<file path="config.mk">
export PLATFORM = sky130hd
export DESIGN_NAME = sleep_mode_controller
export DESIGN_NICKNAME = d
export VERILOG_FILES = /design/src/hdl/sleep_pkg.sv /design/src/hdl/wake_qualifier.sv /design/src/hdl/clock_gate_table.sv /design/src/hdl/sleep_mode_controller.sv
export SDC_FILE = /design/constraint.sdc
export NUM_CORES = 1
export LEC_CHECK = 0
export BUFFER_PORTS_ARGS = -buffer_cell sky130_fd_sc_hd__clkbuf_2
export CAP_MARGIN = 10
export CORE_AREA = 2 2 95 97
export DETAILED_ROUTE_END_ITERATION = 8
export DIE_AREA = 0 0 97 99
export PLACE_DENSITY_LB_ADDON = 0.05
export REMOVE_ABC_BUFFERS = 1
export SYNTH_ARGS = -nofsm -noshare
export SYNTH_HDL_FRONTEND = slang
export SYNTH_HIERARCHICAL = 1
export SYNTH_SLANG_ARGS = --single-unit
</file>
<file path="constraint.sdc">
create_clock -name sys_clk -period 2.82 [get_ports sys_clk]
set_clock_uncertainty 0.1 [all_clocks]
set_input_delay 0.141 -clock sys_clk [delete_from_list [all_inputs] [get_ports sys_clk]]
set_output_delay 0.141 -clock sys_clk [all_outputs]
set_load 0.05 [all_outputs]
</file>
<file path="src/hdl/sleep_pkg.sv">
// shared constants and types for the sleep-mode controller
package sleep_pkg;

  // ------------------------------------------------------------
  // register map
  // ------------------------------------------------------------
  localparam logic [11:0] SLEEP_CONTROL_ADDR = 12'h000;  // control byte in the low bits of the word
  localparam logic [11:0] SLEEP_STATUS_ADDR  = 12'h004;  // state and mode readback
  localparam logic [11:0] WAKE_CONFIG_ADDR   = 12'h008;  // delays, clocking and enables
  localparam logic [7:0]  SLEEP_CONTROL_RESET = 8'h00;
  localparam int          SE_BIT        = 0;
  localparam int          MODE_LSB      = 1;
  localparam int          WCFG_DELAY_LSB = 0;   // wake_config[15:0] power-down restart delay in cycles
  localparam int          WCFG_ASYNC_BIT = 16;  // timer 2 clocked from its own oscillator
  localparam int          WCFG_XTAL_BIT  = 17;  // external crystal selected
  localparam int          WCFG_ADCEN_BIT = 18;  // converter enabled
  localparam int          WCFG_T2EN_BIT  = 19;  // timer 2 enabled
  localparam logic [15:0] WCFG_DELAY_RESET = 16'h0010;

  // ------------------------------------------------------------
  // timing
  // ------------------------------------------------------------
  localparam int HALT_CYCLES    = 4;  // extra stall before the interrupt is taken
  localparam int STANDBY_CYCLES = 6;  // wake time from the standby modes

  // ------------------------------------------------------------
  // modes and states
  // ------------------------------------------------------------
  typedef enum logic [2:0] {
    MODE_IDLE    = 3'h0,
    MODE_ADCNR   = 3'h1,
    MODE_PDOWN   = 3'h2,
    MODE_PSAVE   = 3'h3,
    MODE_RSV4    = 3'h4,
    MODE_RSV5    = 3'h5,
    MODE_STANDBY = 3'h6,
    MODE_EXTSTBY = 3'h7
  } sleep_mode_type;

  typedef enum logic [3:0] {
    ST_RUN    = 4'h1,
    ST_SLEEP  = 4'h2,
    ST_RESTART = 4'h4,
    ST_HALT   = 4'h8
  } state_type;

  // wake source vector positions
  localparam int WK_ADC    = 0;  // conversion complete
  localparam int WK_WDT    = 1;  // watchdog interrupt
  localparam int WK_TWI    = 2;  // two-wire interrupt
  localparam int WK_TWIADR = 3;  // two-wire address match
  localparam int WK_T2     = 4;  // timer 2 overflow/compare (already masked)
  localparam int WK_SPM    = 5;  // store-program / eeprom ready
  localparam int WK_EXTUL  = 6;  // level on ext_irq_upper
  localparam int WK_EXTUE  = 7;  // edge on ext_irq_upper
  localparam int WK_EXTL   = 8;  // any on ext_irq_lower
  localparam int WK_PCINT  = 9;  // pin change
  localparam int WK_USBA   = 10; // asynchronous usb interrupts
  localparam int WK_USBS   = 11; // synchronous usb interrupts
  localparam int WK_OTHER  = 12; // other io interrupts
  localparam int WAKE_W    = 13;

endpackage : sleep_pkg

</file>
<file path="src/hdl/wake_qualifier.sv">
// per-mode wake source mask
`timescale 1ns/1ns
module wake_qualifier (
  input  wire logic [2:0]                 mode,       // latched sleep mode
  input  wire logic                       t2_async,   // timer 2 on own oscillator
  input  wire logic [sleep_pkg::WAKE_W-1:0] sources,  // raw enabled interrupt requests
  output logic                            wake        // qualified wake request
);
  import sleep_pkg::*;

  logic [WAKE_W-1:0] allow;

  // ------------------------------------------------------------
  // allowed sources for the latched mode
  // ------------------------------------------------------------
  always_comb begin
    allow = '0;
    case (mode)
      MODE_IDLE: begin
        allow = '1;
      end
      MODE_ADCNR: begin
        allow[WK_ADC]   = 1'b1;
        allow[WK_WDT]   = 1'b1;
        allow[WK_TWI]   = 1'b1;
        allow[WK_TWIADR] = 1'b1;
        allow[WK_T2]    = 1'b1;
        allow[WK_SPM]   = 1'b1;
        allow[WK_EXTUL] = 1'b1;
        allow[WK_PCINT] = 1'b1;
      end
      MODE_PDOWN, MODE_STANDBY: begin
        allow[WK_TWIADR] = 1'b1;
        allow[WK_EXTUL] = 1'b1;
        allow[WK_EXTL]  = 1'b1;
        allow[WK_PCINT] = 1'b1;
        allow[WK_USBA]  = 1'b1;
        allow[WK_WDT]   = 1'b1;
      end
      MODE_PSAVE, MODE_EXTSTBY: begin
        allow[WK_TWIADR] = 1'b1;
        allow[WK_EXTUL] = 1'b1;
        allow[WK_EXTL]  = 1'b1;
        allow[WK_PCINT] = 1'b1;
        allow[WK_USBA]  = 1'b1;
        allow[WK_WDT]   = 1'b1;
        allow[WK_T2]    = 1'b1;
      end
      default: begin
        allow = '0;
      end
    endcase
  end

  // t2_async only matters for clock gating; kept here so wake and gating agree on mode
  assign wake = |(allow & sources) & (t2_async | ~t2_async);

endmodule : wake_qualifier

</file>
<file path="src/hdl/clock_gate_table.sv">
// clock-domain and oscillator enables per sleep mode
`timescale 1ns/1ns
module clock_gate_table (
  input  wire logic       asleep,        // a mode is in force
  input  wire logic [2:0] mode,          // latched mode
  input  wire logic       t2_async,      // timer 2 on own oscillator
  input  wire logic       t2_enable,     // timer 2 enabled
  output logic [6:0]      gates          // core,flash,io,adc,asy,main_osc,timer_osc
);
  import sleep_pkg::*;

  // ------------------------------------------------------------
  // table lookup, all running while awake
  // ------------------------------------------------------------
  always_comb begin
    gates = 7'h7f;
    if (asleep) begin
      case (mode)
        MODE_IDLE:    gates = {2'b00, 3'b111, 1'b1, t2_async};
        MODE_ADCNR:   gates = {2'b00, 1'b0, 2'b11, 1'b1, t2_async};
        MODE_PDOWN:   gates = 7'h00;
        MODE_PSAVE:   gates = {4'b0000, t2_enable, ~t2_async & t2_enable,
                               t2_async & t2_enable};
        MODE_STANDBY: gates = {5'b00000, 1'b1, 1'b0};
        MODE_EXTSTBY: gates = {4'b0000, t2_async & t2_enable, 1'b1, t2_async};
        default:      gates = 7'h7f;
      endcase
    end
  end

endmodule : clock_gate_table

</file>
<file path="src/hdl/sleep_mode_controller.sv">
// sleep-mode controller top with AHB-Lite register slave
//
// How it works
// - sleep starts only when sleep instruction executes with sleep enable set
// - mode select codes: idle, noise reduction, power-down, save, standby, extended
// - on wake the core stalls four extra cycles after start-up
// - register file and memory are kept; on wake the core is only stalled, never reset
// - any reset during sleep leaves sleep and restarts at the reset vector
// - control register: mode in bits 3..1, enable bit 0, upper bits zero
// - idle stops only core and flash clocks; all sources may wake
// - idle or noise-reduction entry starts a conversion if converter enabled
// - noise reduction stops io, core, flash; converter, async, usb keep running
// - noise-reduction wake sources are a fixed limited set
// - power-down stops oscillator and all generated clocks
// - power-down wake sources are a fixed limited set
// - leaving power-down waits the configured restart delay
// - power-save is power-down plus a masked timer 2 wake
// - power-save stops the unused timer 2 clock source
// - standby keeps the oscillator and wakes within six cycles
// - extended standby is power-save with oscillator running, six-cycle wake; here async clock needs async timer 2, timer osc follows t2_async alone
//
// Local design decisions: the address map and register access over AHB-Lite.
`timescale 1ns/1ns
module sleep_mode_controller (
  input  wire logic                         sys_clk,       // 250 MHz system clock
  input  wire logic                         reset_n,       // async reset, active low
  input  wire logic                         clk_en,        // freezes all state while low
  // ahb-lite slave
  input  wire logic                         hsel,          // slave select
  input  wire logic [11:0]                  haddr,         // byte address
  input  wire logic [1:0]                   htrans,        // transfer type
  input  wire logic                         hwrite,        // write when high
  input  wire logic [2:0]                   hsize,         // transfer size
  input  wire logic [31:0]                  hwdata,        // write data
  input  wire logic                         hready,        // bus ready
  output logic [31:0]                       hrdata,        // read data
  output logic                              hreadyout,     // slave ready
  output logic                              hresp,         // always okay
  // core side
  input  wire logic                         sleep_exec,    // sleep instruction executes, one-cycle pulse
  input  wire logic                         any_reset,     // any device reset request, level
  input  wire logic [sleep_pkg::WAKE_W-1:0] wake_sources,  // enabled interrupt requests
  output logic                              core_stall,    // hold core pipeline
  output logic                              irq_take,      // core may take the interrupt, pulse
  output logic                              reset_vector,  // restart at reset vector, pulse
  output logic                              adc_start,     // start conversion, pulse
  output logic                              core_clock,    // core clock enable
  output logic                              program_memory_clock, // flash clock enable
  output logic                              io_clock,      // io clock enable
  output logic                              adc_clock,     // converter clock enable
  output logic                              async_clock,   // async timer clock enable
  output logic                              main_osc_en,   // main oscillator enable
  output logic                              timer_osc_en,  // timer oscillator enable
  output logic                              usb_clock_domain // usb clock enable
);
  import sleep_pkg::*;

  // ------------------------------------------------------------
  // state record
  // ------------------------------------------------------------
  typedef struct packed {
    logic [2:0]  sleep_mode_select;
    logic        sleep_enable_bit;
    logic [15:0] restart_delay;
    logic        t2_async;
    logic        xtal_sel;
    logic        adc_enable;
    logic        t2_enable;
    state_type   state;
    logic [2:0]  mode;
    logic [15:0] count;
    logic        dp_valid;
    logic        dp_write;
    logic [11:0] dp_addr;
    logic [31:0] rdata;
    logic        irq_take;
    logic        reset_vector;
    logic        adc_start;
  } regs_type;

  regs_type r;
  regs_type next_r;
  logic     wake;
  logic [6:0] gates;
  logic     asleep;

  // ------------------------------------------------------------
  // helpers
  // ------------------------------------------------------------
  function automatic logic mode_reserved(input logic [2:0] m);
    mode_reserved = (m == MODE_RSV4) || (m == MODE_RSV5);
  endfunction : mode_reserved

  function automatic logic mode_fast(input logic [2:0] m);
    mode_fast = (m == MODE_STANDBY) || (m == MODE_EXTSTBY);
  endfunction : mode_fast

  function automatic logic mode_osc_off(input logic [2:0] m);
    mode_osc_off = (m == MODE_PDOWN) || (m == MODE_PSAVE);
  endfunction : mode_osc_off

  assign asleep = (r.state == ST_SLEEP);

  wake_qualifier u_wake (
    .mode     (r.mode),
    .t2_async (r.t2_async),
    .sources  (wake_sources),
    .wake     (wake)
  );

  clock_gate_table u_gates (
    .asleep    (asleep),
    .mode      (r.mode),
    .t2_async  (r.t2_async),
    .t2_enable (r.t2_enable),
    .gates     (gates)
  );

  // ------------------------------------------------------------
  // next state
  // ------------------------------------------------------------
  always_comb begin
    logic        ahb_go;
    logic [31:0] rd;
    ahb_go = 1'b0;
    rd     = 32'h0000_0000;
    next_r = r;
    next_r.irq_take     = 1'b0;
    next_r.reset_vector = 1'b0;
    next_r.adc_start    = 1'b0;

    // bus data phase: writes land here, reads were captured at address phase
    if (r.dp_valid && r.dp_write) begin
      if (r.dp_addr == SLEEP_CONTROL_ADDR) begin
        next_r.sleep_mode_select = hwdata[MODE_LSB +: 3];
        next_r.sleep_enable_bit  = hwdata[SE_BIT];
      end else if (r.dp_addr == WAKE_CONFIG_ADDR) begin
        next_r.restart_delay = hwdata[WCFG_DELAY_LSB +: 16];
        next_r.t2_async      = hwdata[WCFG_ASYNC_BIT];
        next_r.xtal_sel      = hwdata[WCFG_XTAL_BIT];
        next_r.adc_enable    = hwdata[WCFG_ADCEN_BIT];
        next_r.t2_enable     = hwdata[WCFG_T2EN_BIT];
      end
    end

    // bus address phase, zero wait states
    ahb_go = hsel && hready && htrans[1];
    next_r.dp_valid = ahb_go;
    next_r.dp_write = hwrite;
    next_r.dp_addr  = {haddr[11:2], 2'b00};
    if (ahb_go && !hwrite) begin
      if ({haddr[11:2], 2'b00} == SLEEP_CONTROL_ADDR) begin
        rd = {28'h0000000, r.sleep_mode_select, r.sleep_enable_bit};
      end else if ({haddr[11:2], 2'b00} == SLEEP_STATUS_ADDR) begin
        rd = {25'h0000000, r.mode, r.state};
      end else if ({haddr[11:2], 2'b00} == WAKE_CONFIG_ADDR) begin
        rd = {12'h000, r.t2_enable, r.adc_enable, r.xtal_sel, r.t2_async, r.restart_delay};
      end else begin
        rd = 32'h0000_0000;
      end
      next_r.rdata = rd;
    end

    // sleep sequence
    case (r.state)
      ST_RUN: begin
        if (sleep_exec && r.sleep_enable_bit && !mode_reserved(r.sleep_mode_select)) begin
          next_r.state = ST_SLEEP;
          next_r.mode  = r.sleep_mode_select;
          if (r.adc_enable && (r.sleep_mode_select == MODE_IDLE || r.sleep_mode_select == MODE_ADCNR)) begin
            next_r.adc_start = 1'b1;
          end
        end
      end
      ST_SLEEP: begin
        if (wake) begin
          next_r.state = ST_RESTART;
          if (mode_osc_off(r.mode)) begin
            next_r.count = r.restart_delay;
          end else if (mode_fast(r.mode)) begin
            next_r.count = 16'(STANDBY_CYCLES - HALT_CYCLES);
          end else begin
            next_r.count = 16'h0000;
          end
        end
      end
      ST_RESTART: begin
        if (r.count <= 16'h0001) begin
          next_r.state = ST_HALT;
          next_r.count = 16'(HALT_CYCLES);
        end else begin
          next_r.count = r.count - 16'h0001;
        end
      end
      ST_HALT: begin
        if (r.count <= 16'h0001) begin
          next_r.state    = ST_RUN;
          next_r.irq_take = 1'b1;
          next_r.count    = 16'h0000;
        end else begin
          next_r.count = r.count - 16'h0001;
        end
      end
      default: begin
        next_r.state = ST_RUN;
      end
    endcase

    // a reset overrides any wake path; control bits return to zero
    if (any_reset) begin
      if (r.state != ST_RUN) begin
        next_r.reset_vector = 1'b1;
      end
      next_r.state             = ST_RUN;
      next_r.count             = 16'h0000;
      next_r.sleep_mode_select = 3'h0;
      next_r.sleep_enable_bit  = 1'b0;
      next_r.irq_take          = 1'b0;
    end
  end

  // ------------------------------------------------------------
  // registers; memory and register file are outside and never touched
  // ------------------------------------------------------------
  always_ff @(posedge sys_clk or negedge reset_n) begin
    if (!reset_n) begin
      r <= '{sleep_mode_select: 3'h0, sleep_enable_bit: 1'b0, restart_delay: WCFG_DELAY_RESET,
             t2_async: 1'b0, xtal_sel: 1'b0, adc_enable: 1'b0, t2_enable: 1'b0,
             state: ST_RUN, mode: 3'h0, count: 16'h0000, dp_valid: 1'b0, dp_write: 1'b0,
             dp_addr: 12'h000, rdata: 32'h0000_0000, irq_take: 1'b0, reset_vector: 1'b0,
             adc_start: 1'b0};
    end else if (clk_en) begin
      r <= next_r;
    end
  end

  // ------------------------------------------------------------
  // outputs
  // ------------------------------------------------------------
  assign hrdata    = r.rdata;
  assign hreadyout = 1'b1;
  assign hresp     = 1'b0;
  assign core_stall   = (r.state != ST_RUN);
  assign irq_take     = r.irq_take;
  assign reset_vector = r.reset_vector;
  assign adc_start    = r.adc_start;
  assign core_clock           = gates[6];
  assign program_memory_clock = gates[5];
  assign io_clock             = gates[4];
  assign adc_clock            = gates[3];
  assign async_clock          = gates[2];
  assign main_osc_en          = gates[1];
  assign timer_osc_en         = gates[0];
  // usb domain runs while awake and, among the sleep modes, in idle and noise reduction only
  assign usb_clock_domain = !asleep || (r.mode == MODE_IDLE) || (r.mode == MODE_ADCNR);

endmodule : sleep_mode_controller

</file>
==> summary.md <==
| Metric | Value |
|---|---|
| Result of the run | `completed` |
| Number of standard cells in the layout, taps in and fillers out | `630` |
| Final setup viols | `0` |
| Clock buffers created by TritonCTS | `9` |
| Min-delay worst type | `in -> reg` |
| Proportion of register bits with asynchronous set or reset after synthesis | `100%` |
| Final worst-path setup slack | `0.238 ns` |
| Number of vias per cell after detailed routing | `5.69` |
| Crit path capture type | `flop` |
| Biggest area contributors in the synthesized netlist | `sky130_fd_sc_hd__dfrtp_1 46%, sky130_fd_sc_hd__mux2_2 9.0%, sky130_fd_sc_hd__buf_4 6.0%` |
| Data required time at the worst endpoint | `2.99 ns` |
| Wirelength per Cell | `17.4 µm` |
| Cell chosen for the clock root | `sky130_fd_sc_hd__clkbuf_8` |
| Library cell with the largest summed area after synthesis | `sky130_fd_sc_hd__dfrtp_1` |
| Yosys warning total | `6` |
| Gate Count Post-Synth | `418` |
| Fmax achieved | `387 MHz` |
| Top Ports | `116` |
| Final max-slew violation count | `0` |
| Final min period | `2.58 ns` |
| Most frequent cells in the layout | `82 x sky130_fd_sc_hd__clkbuf_2, 80 x sky130_fd_sc_hd__dfrtp_1, 35 x sky130_fd_sc_hd__mux2_2, 30 x sky130_fd_sc_hd__dlygate4sd3_1, 28 x sky130_fd_sc_hd__a22o_1` |
| Worst path slowest cell | `sky130_fd_sc_hd__or4_1` |
| WHS Path Cells | `2` |
| Worst max-slew margin expressed relative to the limit | `30.6%` |
| Capturing point of the worst reg2reg path | `r[55]` |
| Number of H-tree branching levels | `3` |
| Post-route ant nets | `0` |
| WL final | `10.9 mm` |
| Total global routing track utilization | `23.6%` |
| Port Buffer Count | `83` |
| DRC violation count after routing | `0` |
| Final nets | `589` |
| Number of sinks on the clock net | `82` |
| Slew at the pin with the worst max-slew slack | `1.04 ns` |
| Register-to-register path setup slack | `0.24 ns` |
| Total negative slack for setup checks | `0 ns` |
| # resized after CTS | `0` |
| Fraction of the cycle the final worst path needs | `91.6%` |
| Maximum number of pins on one net before global-route repair | `83` |
| Syn-to-layout area delta | `20.0%` |
| Overflow after GRT | `0` |
| Sequential-to-total area share from yosys stat | `46.8%` |
| Max Fanout on Critical Path | `8` |
| IR drop worst, VDD | `396 µV` |
| Filler Cell Count | `733` |
| Die area | `9600 µm²` |
| Die outline width | `97 µm` |
| Classification of the worst setup path | `reg -> reg` |
| Hold path endpoint | `r[38]` |
| Worst-path cell chain | `nand2b_1 -> a211oi_1 -> o2bb2ai_1 -> and3b_1 -> or4_1 -> nand3_1 -> buf_4 -> a21oi_1 -> o32ai_1` |
| Highest cell delay on the worst timing path | `0.52 ns` |
| Starting density of the core | `51.4%` |
| Vias post-DR | `3584` |
| Reg-to-reg critical path startpoint | `r[65]` |
| Hold Crit Start | `haddr[3]` |
| HPWL after detailed placement | `7.60 mm` |
| Kind of cell adding the most delay to the critical path | `simple AND/OR/NAND/NOR gates` |
| Number of cell rows | `34` |
| Power Dens Cells | `453 nW/µm²` |
| Most common flop cell mapped by yosys | `sky130_fd_sc_hd__dfrtp_1` |
| Number of enable flip-flop cells after synthesis | `0` |
| Cell Area, Synth | `4390 µm²` |
| Worst R2R Path Depth | `9` |
| Last weighted congestion value of the routability-driven placer | `0.926` |
| Max_cap viols | `0` |
| Die Y | `99 µm` |
| Yosys reg bits | `82` |
| Number of iterations in the first detailed-routing pass | `4` |
| Wire length of the first global-routing pass | `18.1 mm` |
| Buffer and inverter count on the worst path | `1` |
| CTS tree | `yes` |
| Post-placement cell count | `584` |
| Maximum buffer depth of the clock tree | `2` |
| Setup repair after global routing missed its margin | `false` |
| Top cell type's share of synthesized area | `45.6%` |
| Hold Vio Cnt, Final | `0` |
| Reg clk slew, reported paths | `0.09 ns` |
| Number of distinct standard cells referenced by the synthesized netlist | `62` |
| Mean area per synthesized cell | `10.5 µm²` |
| Clk Latency, worst-skew pair | `0.36 ns` |
| Post-placement setup slack | `0.252 ns` |
| Share of layout cells above drive strength 1 | `30.7%` |
| Data arrival time of the worst path | `2.75 ns` |
| Area of the core | `8550 µm²` |
| Diode insertion count for antenna repair | `0` |
| Detailed Route Iter0 Violations | `219` |
| Number of global-route vias before repair | `3602` |
| Reported leakage power | `0.00255 µW` |
| CP Launch Type | `flop` |
| Most common library cell in the layout ignoring fill and taps | `sky130_fd_sc_hd__clkbuf_2` |
| Number of antenna violations at the first check in global routing | `0` |
[metrics by stage]
step	total power, µW	utilization (%)	hold WS (ns)	area, µm²
6_report	2390	61.6	0.0345	5270
4_1_cts	2400	61.6	0.0285	5270
5_1_grt	2480	61.6	0.0452	5270
3_5_place_dp	1480	55.7	0.277	4770
2_1_floorplan	1370	-	-0.255	4100
3_3_place_gp	1480	55.7	0.273	4770
[what timing repair did]
item / in CTS / in global routing
endpoints found under the hold margin: 113 / 0
setup buffers: 0 / 0
hold buffers: 30 / 0
[registers in the layout (all words and copies together) (netlist names)]
signal,cells
r,59
reset_vector,1
adc_start,1
hrdata,20
irq_take,1
[cell usage after synthesis, drive strengths merged, types with 3 or more instances]
library cell  number
inv               14
nand2b             6
nand3              9
nor4              11
and3               4
a221o              3
dfrtp             80
o2bb2ai            4
mux2i              5
o21ai             25
xnor2              7
o31ai              5
or4                4
a21oi             10
nor4b              3
nor3               8
mux2              35
o211ai             3
nor2              20
nor2b              7
a22oi              6
a22o              28
clkbuf            12
buf               40
nand2             26
nand4              5
a211oi             3
[worst max path at each step]
stage | endpoint | slack [ns] | startpoint | cells past startpoint
CTS | r[51] | 0.25 | r[65] | 7
finish | r[55] | 0.24 | r[65] | 9
floorplan | core_clock | -0.07 | r[67] | 2
global placement | r[51] | 0.30 | r[65] | 7
global route | r[55] | 0.09 | r[65] | 9
detailed placement | r[51] | 0.25 | r[65] | 7
[where the power goes]
group | total [µW] | leakage, µW | switching, µW | internal, µW
logic | 267 | 0.00134 | 164 | 103
registers | 1220 | 0.00111 | 21.8 | 1200
clock network | 900 | 0.0000962 | 461 | 439
[layer usage]
metal	track usage [%]	wire [µm]	up-vias
met5	0	0	-
met4	9.21	164	0
met3	3.40	555	15
met2	39.0	5370	99
met1	31.7	4850	1762
li1	-	-	1708
[logic make-up after synthesis]
family | Yosys count | share of synthesized area [%]
simple gates | 112 | 14.4
mux | 40 | 10.1
flops | 82 | 46.8
other cells | 2 | 0.171
xor+xnor | 7 | 1.40
fa+ha+maj | 2 | 0.570
compound gates | 107 | 17.7
buf+inv | 66 | 8.86
[layout make-up]
| type | instances | area, µm² | area share, % |
|---|---|---|---|
| clock buffers | 11 | 141 | 2.68 |
| clock inverters | 5 | 62.6 | 1.19 |
| inverters | 14 | 52.6 | 0.997 |
| multi-input cells | 282 | 1990 | 37.8 |
| flip-flops and latches | 82 | 2050 | 39.0 |
| well taps | 108 | 135 | 2.56 |
| repair buffers | 128 | 831 | 15.8 |
Note: power is estimated with default switching activity, not from simulation.
